===== src/rtl/dioip_defs.svh =====
// constants for the digital i/o interrupt port: offsets, fields, resets
// assumes: included by bare name from the package and the checker
`ifndef DIOIP_DEFS_SVH
`define DIOIP_DEFS_SVH

// register byte offsets inside the 32-byte block
`define DIOIP_OFF_IN 5'h00
`define DIOIP_OFF_OUT 5'h04
`define DIOIP_OFF_IEN 5'h08
`define DIOIP_OFF_EDGE 5'h0C
`define DIOIP_OFF_STAT 5'h10
`define DIOIP_OFF_FILT 5'h14
`define DIOIP_OFF_BASE 5'h18

// block decode: byte address bits above the block
`define DIOIP_BLK_MSB 31
`define DIOIP_BLK_LSB 5
`define DIOIP_BASE_RST 27'h0000000

// widths and reset values
`define DIOIP_NCH 32
`define DIOIP_ZERO32 32'h00000000
// idle pin level: pulled-up input, logic zero after the inversion
`define DIOIP_ONES32 32'hFFFFFFFF
`define DIOIP_FILT_W 8
`define DIOIP_FILT_RST 8'h00
`define DIOIP_FCNT_RST 8'h00
`define DIOIP_FCNT_ONE 8'h01

`endif


===== src/rtl/dioip_pkg.sv =====
// types shared by the digital i/o interrupt port modules
// assumes: the defs header sits in the include path
package dioip_pkg;
  `include "dioip_defs.svh"

  // apb request as seen by the slave
  typedef struct packed {
    logic sel;
    logic enable;
    logic write;
    logic [31:0] addr;
    logic [31:0] wdata;
  } dioip_apb_req_t;

  // software-owned configuration
  typedef struct packed {
    logic [31:0] out_data;
    logic [31:0] irq_en;
    logic [31:0] edge_sel;
    logic [7:0] filt;
    logic [26:0] base;
  } dioip_cfg_t;
endpackage : dioip_pkg


===== src/rtl/dioip_filter.sv =====
// digital filter for all inputs: a bit follows the pin only after it has
// held a new level for the programmed number of sample ticks
// assumes: inputs already synchronised to clk_i
`timescale 1ns/100ps
module dioip_filter
  import dioip_pkg::*;
(
  input wire logic clk_i,
  input wire logic rst_i,
  input wire logic [31:0] raw_i, // logic-level, synchronised inputs
  input wire logic [7:0] filt_i, // 0 passes the input straight through
  output logic [31:0] clean_o // filtered value
);

  logic [7:0] cnt [0:31]; // per-channel stability counters
  logic [7:0] next_cnt [0:31];
  logic [31:0] clean;
  logic [31:0] next_clean;

  assign clean_o = clean;

  ////////////////////////////////////////////////////////////////////////////
  // next state: a counter per channel, restarted whenever pin equals output
  always_comb begin
    for (int i = 0; i < `DIOIP_NCH; i++) begin
      next_cnt[i] = cnt[i];
      next_clean[i] = clean[i];
      if (filt_i == `DIOIP_FILT_RST) begin
        // filter off: one cycle of latency only
        next_clean[i] = raw_i[i];
        next_cnt[i] = `DIOIP_FCNT_RST;
      end else if (raw_i[i] == clean[i]) begin
        // chatter resets the wait
        next_cnt[i] = `DIOIP_FCNT_RST;
      end else if (cnt[i] + `DIOIP_FCNT_ONE >= filt_i) begin
        next_clean[i] = raw_i[i];
        next_cnt[i] = `DIOIP_FCNT_RST;
      end else begin
        next_cnt[i] = cnt[i] + `DIOIP_FCNT_ONE;
      end
    end
  end

  // registers only
  always_ff @(posedge clk_i) begin
    if (rst_i) begin
      clean <= `DIOIP_ZERO32;
      for (int i = 0; i < `DIOIP_NCH; i++) begin
        cnt[i] <= `DIOIP_FCNT_RST;
      end
    end else begin
      clean <= next_clean;
      for (int i = 0; i < `DIOIP_NCH; i++) begin
        cnt[i] <= next_cnt[i];
      end
    end
  end
endmodule : dioip_filter


===== src/rtl/dioip_edge.sv =====
// per-bit edge detector on filtered logic-level inputs
// assumes: input comes from flip-flops on clk_i
`timescale 1ns/100ps
module dioip_edge
  import dioip_pkg::*;
(
  input wire logic clk_i,
  input wire logic rst_i,
  input wire logic [31:0] level_i, // filtered logic-level inputs
  input wire logic [31:0] edge_sel_i, // 1 = logical fall, 0 = logical rise
  output logic [31:0] event_o // one-cycle pulse per selected edge
);

  logic [31:0] prev; // level one cycle ago
  logic [31:0] next_prev;

  ////////////////////////////////////////////////////////////////////////////
  // rise = 0->1 logic (pin high to low); fall = 1->0 logic (pin low to high)
  always_comb begin
    next_prev = level_i;
    event_o = (edge_sel_i & prev & ~level_i) |
              (~edge_sel_i & ~prev & level_i);
  end

  // registers only; reset to zero so a pin held low at release
  // gives one logical rise, which a masked bit hides anyway
  always_ff @(posedge clk_i) begin
    if (rst_i) begin
      prev <= `DIOIP_ZERO32;
    end else begin
      prev <= next_prev;
    end
  end
endmodule : dioip_edge


===== src/rtl/dioip_top.sv =====
// digital i/o interrupt port: 32 inputs, 32 open-collector outputs, apb
// register slave, per-bit edge interrupts merged onto one level line
// assumes: apb master on clk_i; pins are asynchronous to clk_i
//
// Chosen here: register access over APB and the address map.
`timescale 1ns/100ps
module dioip_top
  import dioip_pkg::*;
(
  input wire logic clk_i,
  input wire logic rst_i,
  input wire logic psel_i,
  input wire logic penable_i,
  input wire logic pwrite_i,
  input wire logic [31:0] paddr_i,
  input wire logic [31:0] pwdata_i,
  output logic [31:0] prdata_o,
  output logic pready_o,
  output logic pslverr_o,
  input wire logic [31:0] in_pin_i, // electrical input pin levels
  output logic [31:0] out_pin_o, // driven value: always low when enabled
  output logic [31:0] out_pin_oe_o, // high where the transistor is on
  output logic irq_o // level interrupt, high while pending
);

  ////////////////////////////////////////////////////////////////////////////
  // state
  dioip_apb_req_t req; // bundled bus inputs
  dioip_cfg_t cfg; // configuration registers
  dioip_cfg_t next_cfg;
  logic [31:0] stat; // sticky interrupt status
  logic [31:0] next_stat;
  logic [31:0] sync_a; // first synchroniser stage, read by sync_b only
  logic [31:0] sync_b; // second stage
  logic [31:0] logic_in; // logic-level inputs before filtering
  logic [31:0] filt_in; // filtered logic-level inputs
  logic [31:0] events; // selected edge pulses
  logic [31:0] rdata; // registered read data
  logic [31:0] next_rdata;
  logic slverr;
  logic next_slverr;
  logic hit; // address within the block
  logic acc; // access phase of a transfer
  logic [4:0] off; // offset within the block

  assign req = '{sel: psel_i, enable: penable_i, write: pwrite_i,
                 addr: paddr_i, wdata: pwdata_i};

  ////////////////////////////////////////////////////////////////////////////
  // input path: two flops, then inversion into logic levels
  always_ff @(posedge clk_i) begin
    // reset to the pulled-up idle level, so no false ones or edges follow
    if (rst_i) begin
      sync_a <= `DIOIP_ONES32;
      sync_b <= `DIOIP_ONES32;
    end else begin
      sync_a <= in_pin_i;
      sync_b <= sync_a;
    end
  end

  assign logic_in = ~sync_b;

  dioip_filter u_filter (
    .clk_i(clk_i),
    .rst_i(rst_i),
    .raw_i(logic_in),
    .filt_i(cfg.filt),
    .clean_o(filt_in)
  );

  // every one of 32 inputs can raise an event
  dioip_edge u_edge (
    .clk_i(clk_i),
    .rst_i(rst_i),
    .level_i(filt_in),
    .edge_sel_i(cfg.edge_sel),
    .event_o(events)
  );

  ////////////////////////////////////////////////////////////////////////////
  // bus decode
  // block match against software base
  function automatic logic in_block(input logic [31:0] a,
                                    input logic [26:0] b);
    in_block = (a[`DIOIP_BLK_MSB:`DIOIP_BLK_LSB] == b);
  endfunction : in_block

  always_comb begin
    hit = in_block(req.addr, cfg.base);
    acc = req.sel & req.enable;
    off = req.addr[`DIOIP_BLK_LSB-1:0];
  end

  // zero wait states: pready stays high, answer in the first access cycle
  assign pready_o = 1'b1;
  assign prdata_o = rdata;
  assign pslverr_o = slverr;

  ////////////////////////////////////////////////////////////////////////////
  // register next values
  always_comb begin
    next_cfg = cfg;
    next_stat = stat;
    next_rdata = rdata;
    next_slverr = 1'b0;
    // software clear first: write one to clear
    if (acc && req.write && hit && off == `DIOIP_OFF_STAT) begin
      next_stat = stat & ~req.wdata;
    end
    // only the selected edge sets status
    next_stat = next_stat | (events & cfg.irq_en);
    // setup phase prepares read data so it is valid in the access phase
    if (req.sel && !req.enable && !req.write) begin
      unique case (off)
        `DIOIP_OFF_IN: next_rdata = filt_in;
        `DIOIP_OFF_OUT: next_rdata = cfg.out_data;
        `DIOIP_OFF_IEN: next_rdata = cfg.irq_en;
        `DIOIP_OFF_EDGE: next_rdata = cfg.edge_sel;
        `DIOIP_OFF_STAT: next_rdata = stat;
        `DIOIP_OFF_FILT: next_rdata = {24'h000000, cfg.filt};
        `DIOIP_OFF_BASE: next_rdata = {cfg.base, 5'h00};
        default: next_rdata = `DIOIP_ZERO32;
      endcase
      // outside the block reads as zero
      if (!hit) begin
        next_rdata = `DIOIP_ZERO32;
      end
    end
    // writes take effect at the access edge
    if (acc && req.write && hit) begin
      unique case (off)
        `DIOIP_OFF_OUT: next_cfg.out_data = req.wdata;
        `DIOIP_OFF_IEN: next_cfg.irq_en = req.wdata;
        `DIOIP_OFF_EDGE: next_cfg.edge_sel = req.wdata;
        `DIOIP_OFF_FILT: next_cfg.filt = req.wdata[`DIOIP_FILT_W-1:0];
        `DIOIP_OFF_BASE:
          next_cfg.base = req.wdata[`DIOIP_BLK_MSB:`DIOIP_BLK_LSB];
        default: next_cfg = cfg; // input and status: no config effect
      endcase
    end
    // unmapped offset inside the block flags an error; outside is ignored
    if (req.sel && !req.enable && hit) begin
      next_slverr = (off > `DIOIP_OFF_BASE) || (off[1:0] != 2'b00);
    end else if (acc) begin
      next_slverr = slverr;
    end
  end

  // registers only
  always_ff @(posedge clk_i) begin
    if (rst_i) begin
      cfg <= '{out_data: `DIOIP_ZERO32, irq_en: `DIOIP_ZERO32,
               edge_sel: `DIOIP_ZERO32, filt: `DIOIP_FILT_RST,
               base: `DIOIP_BASE_RST};
      stat <= `DIOIP_ZERO32;
      rdata <= `DIOIP_ZERO32;
      slverr <= 1'b0;
    end else begin
      cfg <= next_cfg;
      stat <= next_stat;
      rdata <= next_rdata;
      slverr <= next_slverr;
    end
  end

  ////////////////////////////////////////////////////////////////////////////
  // outputs
  // open-collector, one turns the transistor on
  assign out_pin_o = `DIOIP_ZERO32;
  assign out_pin_oe_o = cfg.out_data;

  // single level request from all pending sources
  assign irq_o = |(stat & cfg.irq_en);
endmodule : dioip_top


===== config.mk =====
export PLATFORM = sky130hd
export DESIGN_NAME = dioip_top
export DESIGN_NICKNAME = d
export VERILOG_FILES = /design/src/rtl/dioip_pkg.sv /design/src/rtl/dioip_filter.sv /design/src/rtl/dioip_edge.sv /design/src/rtl/dioip_top.sv
export VERILOG_INCLUDE_DIRS = /design/src /design/src/rtl
export SDC_FILE = /design/constraint.sdc
export NUM_CORES = 1
export LEC_CHECK = 0
export BUFFER_PORTS_ARGS = -buffer_cell sky130_fd_sc_hd__buf_2
export CAP_MARGIN = 20
export CORE_MARGIN = 4
export CORE_UTILIZATION = 55
export CTS_CLUSTER_SIZE = 28
export DETAILED_ROUTE_END_ITERATION = 10
export PLACE_DENSITY_LB_ADDON = 0.12
export SETUP_SLACK_MARGIN = 0.15
export SYNTH_ARGS = -nofsm -noshare
export SYNTH_HDL_FRONTEND = slang
export SYNTH_SLANG_ARGS = --single-unit
export TNS_END_PERCENT = 10

===== constraint.sdc =====
create_clock -name clk_i -period 2.9 [get_ports clk_i]
set_input_delay 0.145 -clock clk_i [delete_from_list [all_inputs] [get_ports clk_i]]
set_output_delay 0.145 -clock clk_i [all_outputs]
set_load 0.1 [all_outputs]

==> metrics.csv, run 1 <==
metric;value;unit
status;finished, final reports clean;
rsz0062_at_grt;yes;
yosysUniqueCellTypes;52;
drt-initial-drc-count;1541;
synth_top_area_cell;dfxtp_1;
grt_pass1_vias;23730;
antenna_found_initial;4;
min_to;prdata_o[29];
track_usage;28.58;%
cts_inserted_buffers;61;
timing.slew.headroom;33.18;%
num_vias;23510;
gp_congestion;0.8909;
crit_required;2.76;ns
worstSkewPairLatency;0.63;ns
layout_commonest_cell;dfxtp_1;
cts.sinks;580;
min_from;psel_i;
fp.dieArea;57130;sq um
timing.rr.end;pslverr_o;
area_growth_syn_to_layout;14.40;%
period_needed;2.741;ns
max_stage_delay;0.63;ns
drt_drc_violations_left;0;
drt_pass1_iterations;5;
crit_arrival;2.60;ns
yosysTopAreaCellShare;39.56;%
fin_skew;0.01508;ns
io_buffers;166;
vdd_drop_max;508.0;uV
cts-root-buf;clkbuf_16;
synthCells;3115;
path_delay_family;simple AND/OR/NAND/NOR gates;
leakage;0.01439;uW
antenna_left;0;
instances_no_fill;4088;
crit_chain;a22o_1 -> a221oi_1 -> nand3_1 -> or4_1 -> buf_4;
hold_violations;0;
path_class;reg2out;
synth_edf_count;0;
power;16700;uW
synthFlopType;dfxtp_1;
fin_tns_setup;0;ns
crit_buf_inv;1;
r2r_slack;0.26;ns
synth_area;29350;sq um
synth.avg_cell_area;9.424;sq um
rr_startpoint;cfg[21];
layout-drive-gt1-share;12.86;%
async_flop_share;0;%
critPathSlowestCell;or4_1;
final_net_count;3742;
tightest_slew;0.9931;ns
grt_pass1_wl;129.2;mm
via_per_inst;5.751;
cp_max_fo;5;
yosysSeqAreaShare;39.56;%
cts_tree;done;
synth-seq-cells;580;
final_core_util;63.78;%
dp.cells;3906;
cts_max_path_buffers;3;
yosys_warnings;0;
start_util;55.75;%
drv_slew;0;
grt_max_degree;164;
cp-end-kind;output port;
drv_cap;0;
setup_viol_count_final;0;
cts_setup_buffers;0;
finalCritPeriodShare;94.52;%
path_clk_slew;0.06;ns
num_rows;84;
power_density;497.2;nW/um^2
overflow;0;
dp_hpwl;58.27;mm
routed_wl;83.61;mm
hold_class;in2reg;
dieHeight;239.0;um
clock.fmax;364.8;MHz
r2r_cells;6;
whs_path_depth;5;
final_cell_mix;dfxtp_1 (579), nand2_1 (359), ha_1 (288);
synth_area_leaders;dfxtp_1 (40%), ha_1 (12%), nor2b_1 (4.8%), nand2_1 (4.6%), mux2i_1 (4.5%);
h-tree-depth;2;
wl_per_cell;20.45;um
design.core.area;52660;sq um
io_pins;200;
crit_path_start_kind;flop;
die_w;239.0;um
-- stage by stage --
step	hold WS, ns	setup WS (ns)	instance area [sq um]
after floorplan	0.2488	0.2727	29470
after global placement	0.3271	0.4407	30820
after detailed placement	0.3304	0.3258	30820
after CTS	0.1890	0.2022	33580
after global routing	0.2274	0.07497	33580
final	0.2235	0.1589	33580
-- worst register-to-register path: cells and delay by family, from the launching register on --
| family | cells | cell delay (ns) |
|---|---|---|
| buffers and inverters | 1 | 0.56 |
| AND/OR/NAND/NOR | 3 | 1.13 |
| flip-flops | 1 | 0.33 |
| AO/OA/AOI/OAI | 1 | 0.19 |
| XOR/XNOR | 1 | 0.38 |
-- cells in the mapped netlist (4+ instances only) --
cell type	count
a21oi_1	65
nand2b_1	58
xor2_1	131
mux2i_1	131
a2111o_1	25
nor2_1	204
nor4_1	4
a2111oi_0	32
o21a_1	32
a21o_1	58
and2_1	4
and3_1	90
nand2_1	359
mux2_2	32
o21ba_2	7
clkbuf_1	63
dfxtp_1	580
inv_1	42
nand4_1	9
o211ai_1	14
buf_2	11
o21ai_0	96
or2_2	64
xnor2_1	120
a311oi_1	32
nor2b_1	225
nand3_1	107
ha_1	288
buf_4	65
o21bai_1	25
a22oi_1	105
-- worst max path at each step --
stage,from,to,slack [ns],cells after the start
6_report,cfg[87],irq_o,0.16,5
5_1_grt,cfg[28],u_filter.cnt[1][6],0.07,7
4_1_cts,stat[20],irq_o,0.20,5
3_5_place_dp,cfg[28],u_filter.cnt[5][2],0.33,7
3_3_place_gp,cfg[30],u_filter.cnt[22][6],0.44,7
2_1_floorplan,cfg[27],u_filter.cnt[0][2],0.27,6
-- area by class of cell --
cell class / instances / area (sq um)
Fill cell: 4333 / 19070
Tap cell: 688 / 860.8
Timing Repair Buffer: 294 / 2043
Multi-Input combinational cell: 2374 / 16870
Antenna cell: 1 / 2.502
Inverter: 42 / 162.7
Clock buffer: 95 / 1857
Clock inverter: 14 / 176.4
Sequential cell: 580 / 11610
-- report_power, final --
group | switching (uW) | internal, uW | leakage [uW] | total, uW
Combinational | 479 | 209 | 0.00870 | 688
Clock | 3230 | 4710 | 0.00100 | 7940
Sequential | 41.8 | 8030 | 0.00469 | 8070
-- state kept, by name (all words and copies together) (netlist names) --
name              count
u_filter.cnt        256
cfg                  99
out_pin_oe_o         32
prdata_o             32
stat                 32
sync_a               32
sync_b               32
u_edge.prev          32
u_filter.clean_o     32
pslverr_o             1
-- cells by family after synthesis --
kind of cell             count (synthesis)  synth area share, %
flip-flops                             580                39.56
XOR/XNOR                               251                7.489
AO/OA/AOI/OAI                          500                12.11
other                                    2              0.02558
adder cells (fa/ha/maj)                288                12.28
multiplexers                           163                5.695
AND/OR/NAND/NOR                       1139                19.35
buffers and inverters                  192                3.499
-- metal layers --
metal,vias to the layer above,GRT usage (%),wire (um)
li1,11270,-,-
met1,11200,36.74,35540
met5,-,0,40
met2,809,47.14,38120
met4,6,12.05,3736
met3,219,5.676,6175
-- what timing repair did --
action,in CTS,in global routing
resized for setup,2,1
setup endpoints to repair,1,23
endpoints found under the hold margin,202,0
hold buffers,72,0
No activity file was read; power rests on OpenSTA's default activity.
==> inputs of run 2 (changes only) <==
--- a/config.mk
+++ b/config.mk
@@ -9,7 +9,7 @@
 export BUFFER_PORTS_ARGS = -buffer_cell sky130_fd_sc_hd__buf_2
 export CAP_MARGIN = 20
 export CORE_MARGIN = 4
-export CORE_UTILIZATION = 55
+export CORE_UTILIZATION = 40
 export CTS_CLUSTER_SIZE = 28
 export DETAILED_ROUTE_END_ITERATION = 10
 export PLACE_DENSITY_LB_ADDON = 0.12
==> run 2 against run 1 <==
Net effect: core utilization is 17 points lower; global-route usage is 6.2 points lower; first-iteration DRC count is 6.6% higher; setup slack better by 0.12 ns; routed wire length is 5.3% higher; cell count is 6.8% higher; largest power group is now the clock network; highest routed layer is now met4.
==> metrics.csv, run 2 (synthesis results as in run 1) <==
metric;value;unit;change
status;finished, final reports clean;;
grt_pass1_vias;23040;;-2.9%
crit_chain;xnor2_1 -> buf_4 -> nand4_1 -> buf_4 -> nor4_4 -> buf_12 -> nand3_1 -> o22ai_1 -> dlygate4sd3_1;;
crit_path_start_kind;flop;;
overflow;0;;unchanged
timing.slew.headroom;44.55;%;+11 points
cp-end-kind;flop;;
antenna_left;0;;unchanged
cpMostUsedCell;buf_4;;
path_delay_family;buffers and inverters;;
tightest_slew;0.8317;ns;-0.1614 ns
final_net_count;3749;;+0.19%
hold_class;in2reg;;
design.core.area;72830;sq um;+38%
dieHeight;278.9;um;+17%
grt_pass1_wl;135.8;mm;+5.1%
antenna_found_initial;3;;-1
r2r_slack;0.28;ns;+0.02 ns
track_usage;22.35;%;-6.2 points
num_rows;99;;+18%
drt-initial-drc-count;1642;;+6.6%
wl_per_cell;20.16;um;-1.4%
drt_drc_violations_left;0;;unchanged
final_core_util;47.18;%;-17 points
dp_hpwl;61.01;mm;+4.7%
crit_arrival;3.15;ns;+0.55 ns
fin_skew;0.02023;ns;+0.005148 ns
min_to;prdata_o[1];;
period_needed;2.617;ns;-0.1239 ns
cts_max_path_buffers;3;;unchanged
path_clk_slew;0.06;ns;about the same
timing.rr.end;pslverr_o;;
cts-root-buf;clkbuf_16;;
die_w;278.9;um;+17%
final_cell_mix;dfxtp_1 (579), nand2_1 (359), ha_1 (288);;
min_from;pwrite_i;;
crit_required;3.44;ns;+0.68 ns
area_growth_syn_to_layout;17.05;%;
leakage;0.01459;uW;+1.4%
layout-drive-gt1-share;13.27;%;+0.41 points
fin_tns_setup;0;ns;unchanged
regMostFlops;u_filter.cnt;;
h-tree-depth;3;;+1
cts_tree;done;;
crit_buf_inv;4;;+3
start_util;40.30;%;-15 points
hold_ws;0.2577;ns;+0.03413 ns
layout_commonest_cell;dfxtp_1;;
largest_register_ffs;256;;unchanged
top_regs;u_filter.cnt (256), cfg (99);;
r2r_cells;9;;+3
setup_viol_count_final;0;;unchanged
path_class;reg2reg;;
io_pins;200;;unchanged
drv_cap;0;;unchanged
via_per_inst;5.248;;-8.7%
rsz0062_at_grt;yes;;
worstSkewPairLatency;0.60;ns;-0.03 ns
num_vias;22910;;-2.5%
clock.fmax;382.1;MHz;+4.7%
cp.depth;9;;+4
vdd_drop_max;397.3;uV;-22%
drv_slew;0;;unchanged
grt_max_degree;154;;-6.1%
fp.dieArea;77790;sq um;+36%
whs_path_depth;5;;unchanged
hold_violations;0;;unchanged
max_stage_delay;0.57;ns;-0.06 ns
rr_startpoint;cfg[6];;
io_buffers;166;;unchanged
cp_max_fo;9;;+4
finalCritPeriodShare;90.25;%;-4.3 points
power_density;511.2;nW/um^2;+2.8%
critPathSlowestCell;dlygate4sd3_1;;
gp_congestion;0.8289;;-7.0%
routed_wl;88.02;mm;+5.3%
cts_inserted_buffers;68;;+11%
drt_pass1_iterations;6;;+1
cts.sinks;580;;unchanged
## run 2: worst max path at each step
stage / startpoint / to / slack [ns]
floorplan: cfg[27] / u_filter.cnt[0][2] / 0.27
global placement: u_filter.cnt[23][0] / u_filter.clean_o[23] / 0.44
detailed placement: u_filter.cnt[5][0] / u_filter.clean_o[5] / 0.39
CTS: cfg[87] / irq_o / 0.18
global route: cfg[28] / u_filter.cnt[15][7] / 0.11
finish: cfg[6] / pslverr_o / 0.28
## run 2: through the flow
step | worst slack [ns] | instance area (sq um) | power, uW | cells
finish | 0.2828 | 34360 | 17570 | 4366
global route | 0.1123 | 34360 | 18180 | 4365
CTS | 0.1848 | 34350 | 17790 | 4365
detailed placement | 0.3880 | 31390 | 8864 | 4182
global placement | 0.4432 | 31390 | 8861 | 4182
floorplan | 0.2727 | 29470 | 8661 | 3146
## run 2: worst register-to-register path: cells and delay by family, from the launching register on
kind,cells,cell delay (ns)
and+or+nand+nor,3,0.66
DFF,1,0.33
AOI/OAI and AO/OA,1,0.18
xor gates and xnor gates,1,0.24
buffers and inverters,4,1.17
## run 2: cell type report
type	count	area (sq um)
flip-flops and latches	580	11610
inverters	42	162.7
multi-input cells	2374	16870
fillers	6985	38470
clock inverters	15	225.2
well taps	959	1200
clock buffers	101	2052
diodes	1	2.502
repair buffers	294	2231
## run 2: per-layer routing
layer	part of all wire, %	track usage (%)	vias up
met5	0	0	-
met4	3.2	7.369	0
met3	5.8	3.829	146
met2	45	36.40	598
met1	46	30.24	10880
li1	-	-	11290
## run 2: repair_timing
item / CTS / global route
resized for setup: 2 / 3
hold endpoints to repair: 201 / 0
hold buffers: 67 / 0
setup buffers: 0 / 0
endpoints found under the setup margin: 1 / 8
## run 2: report_power, final
group | switching [uW] | internal (uW) | leakage [uW]
combinational | 475 | 211 | 0.00878
clock | 3400 | 5400 | 0.00112
sequential | 43.9 | 8030 | 0.00469
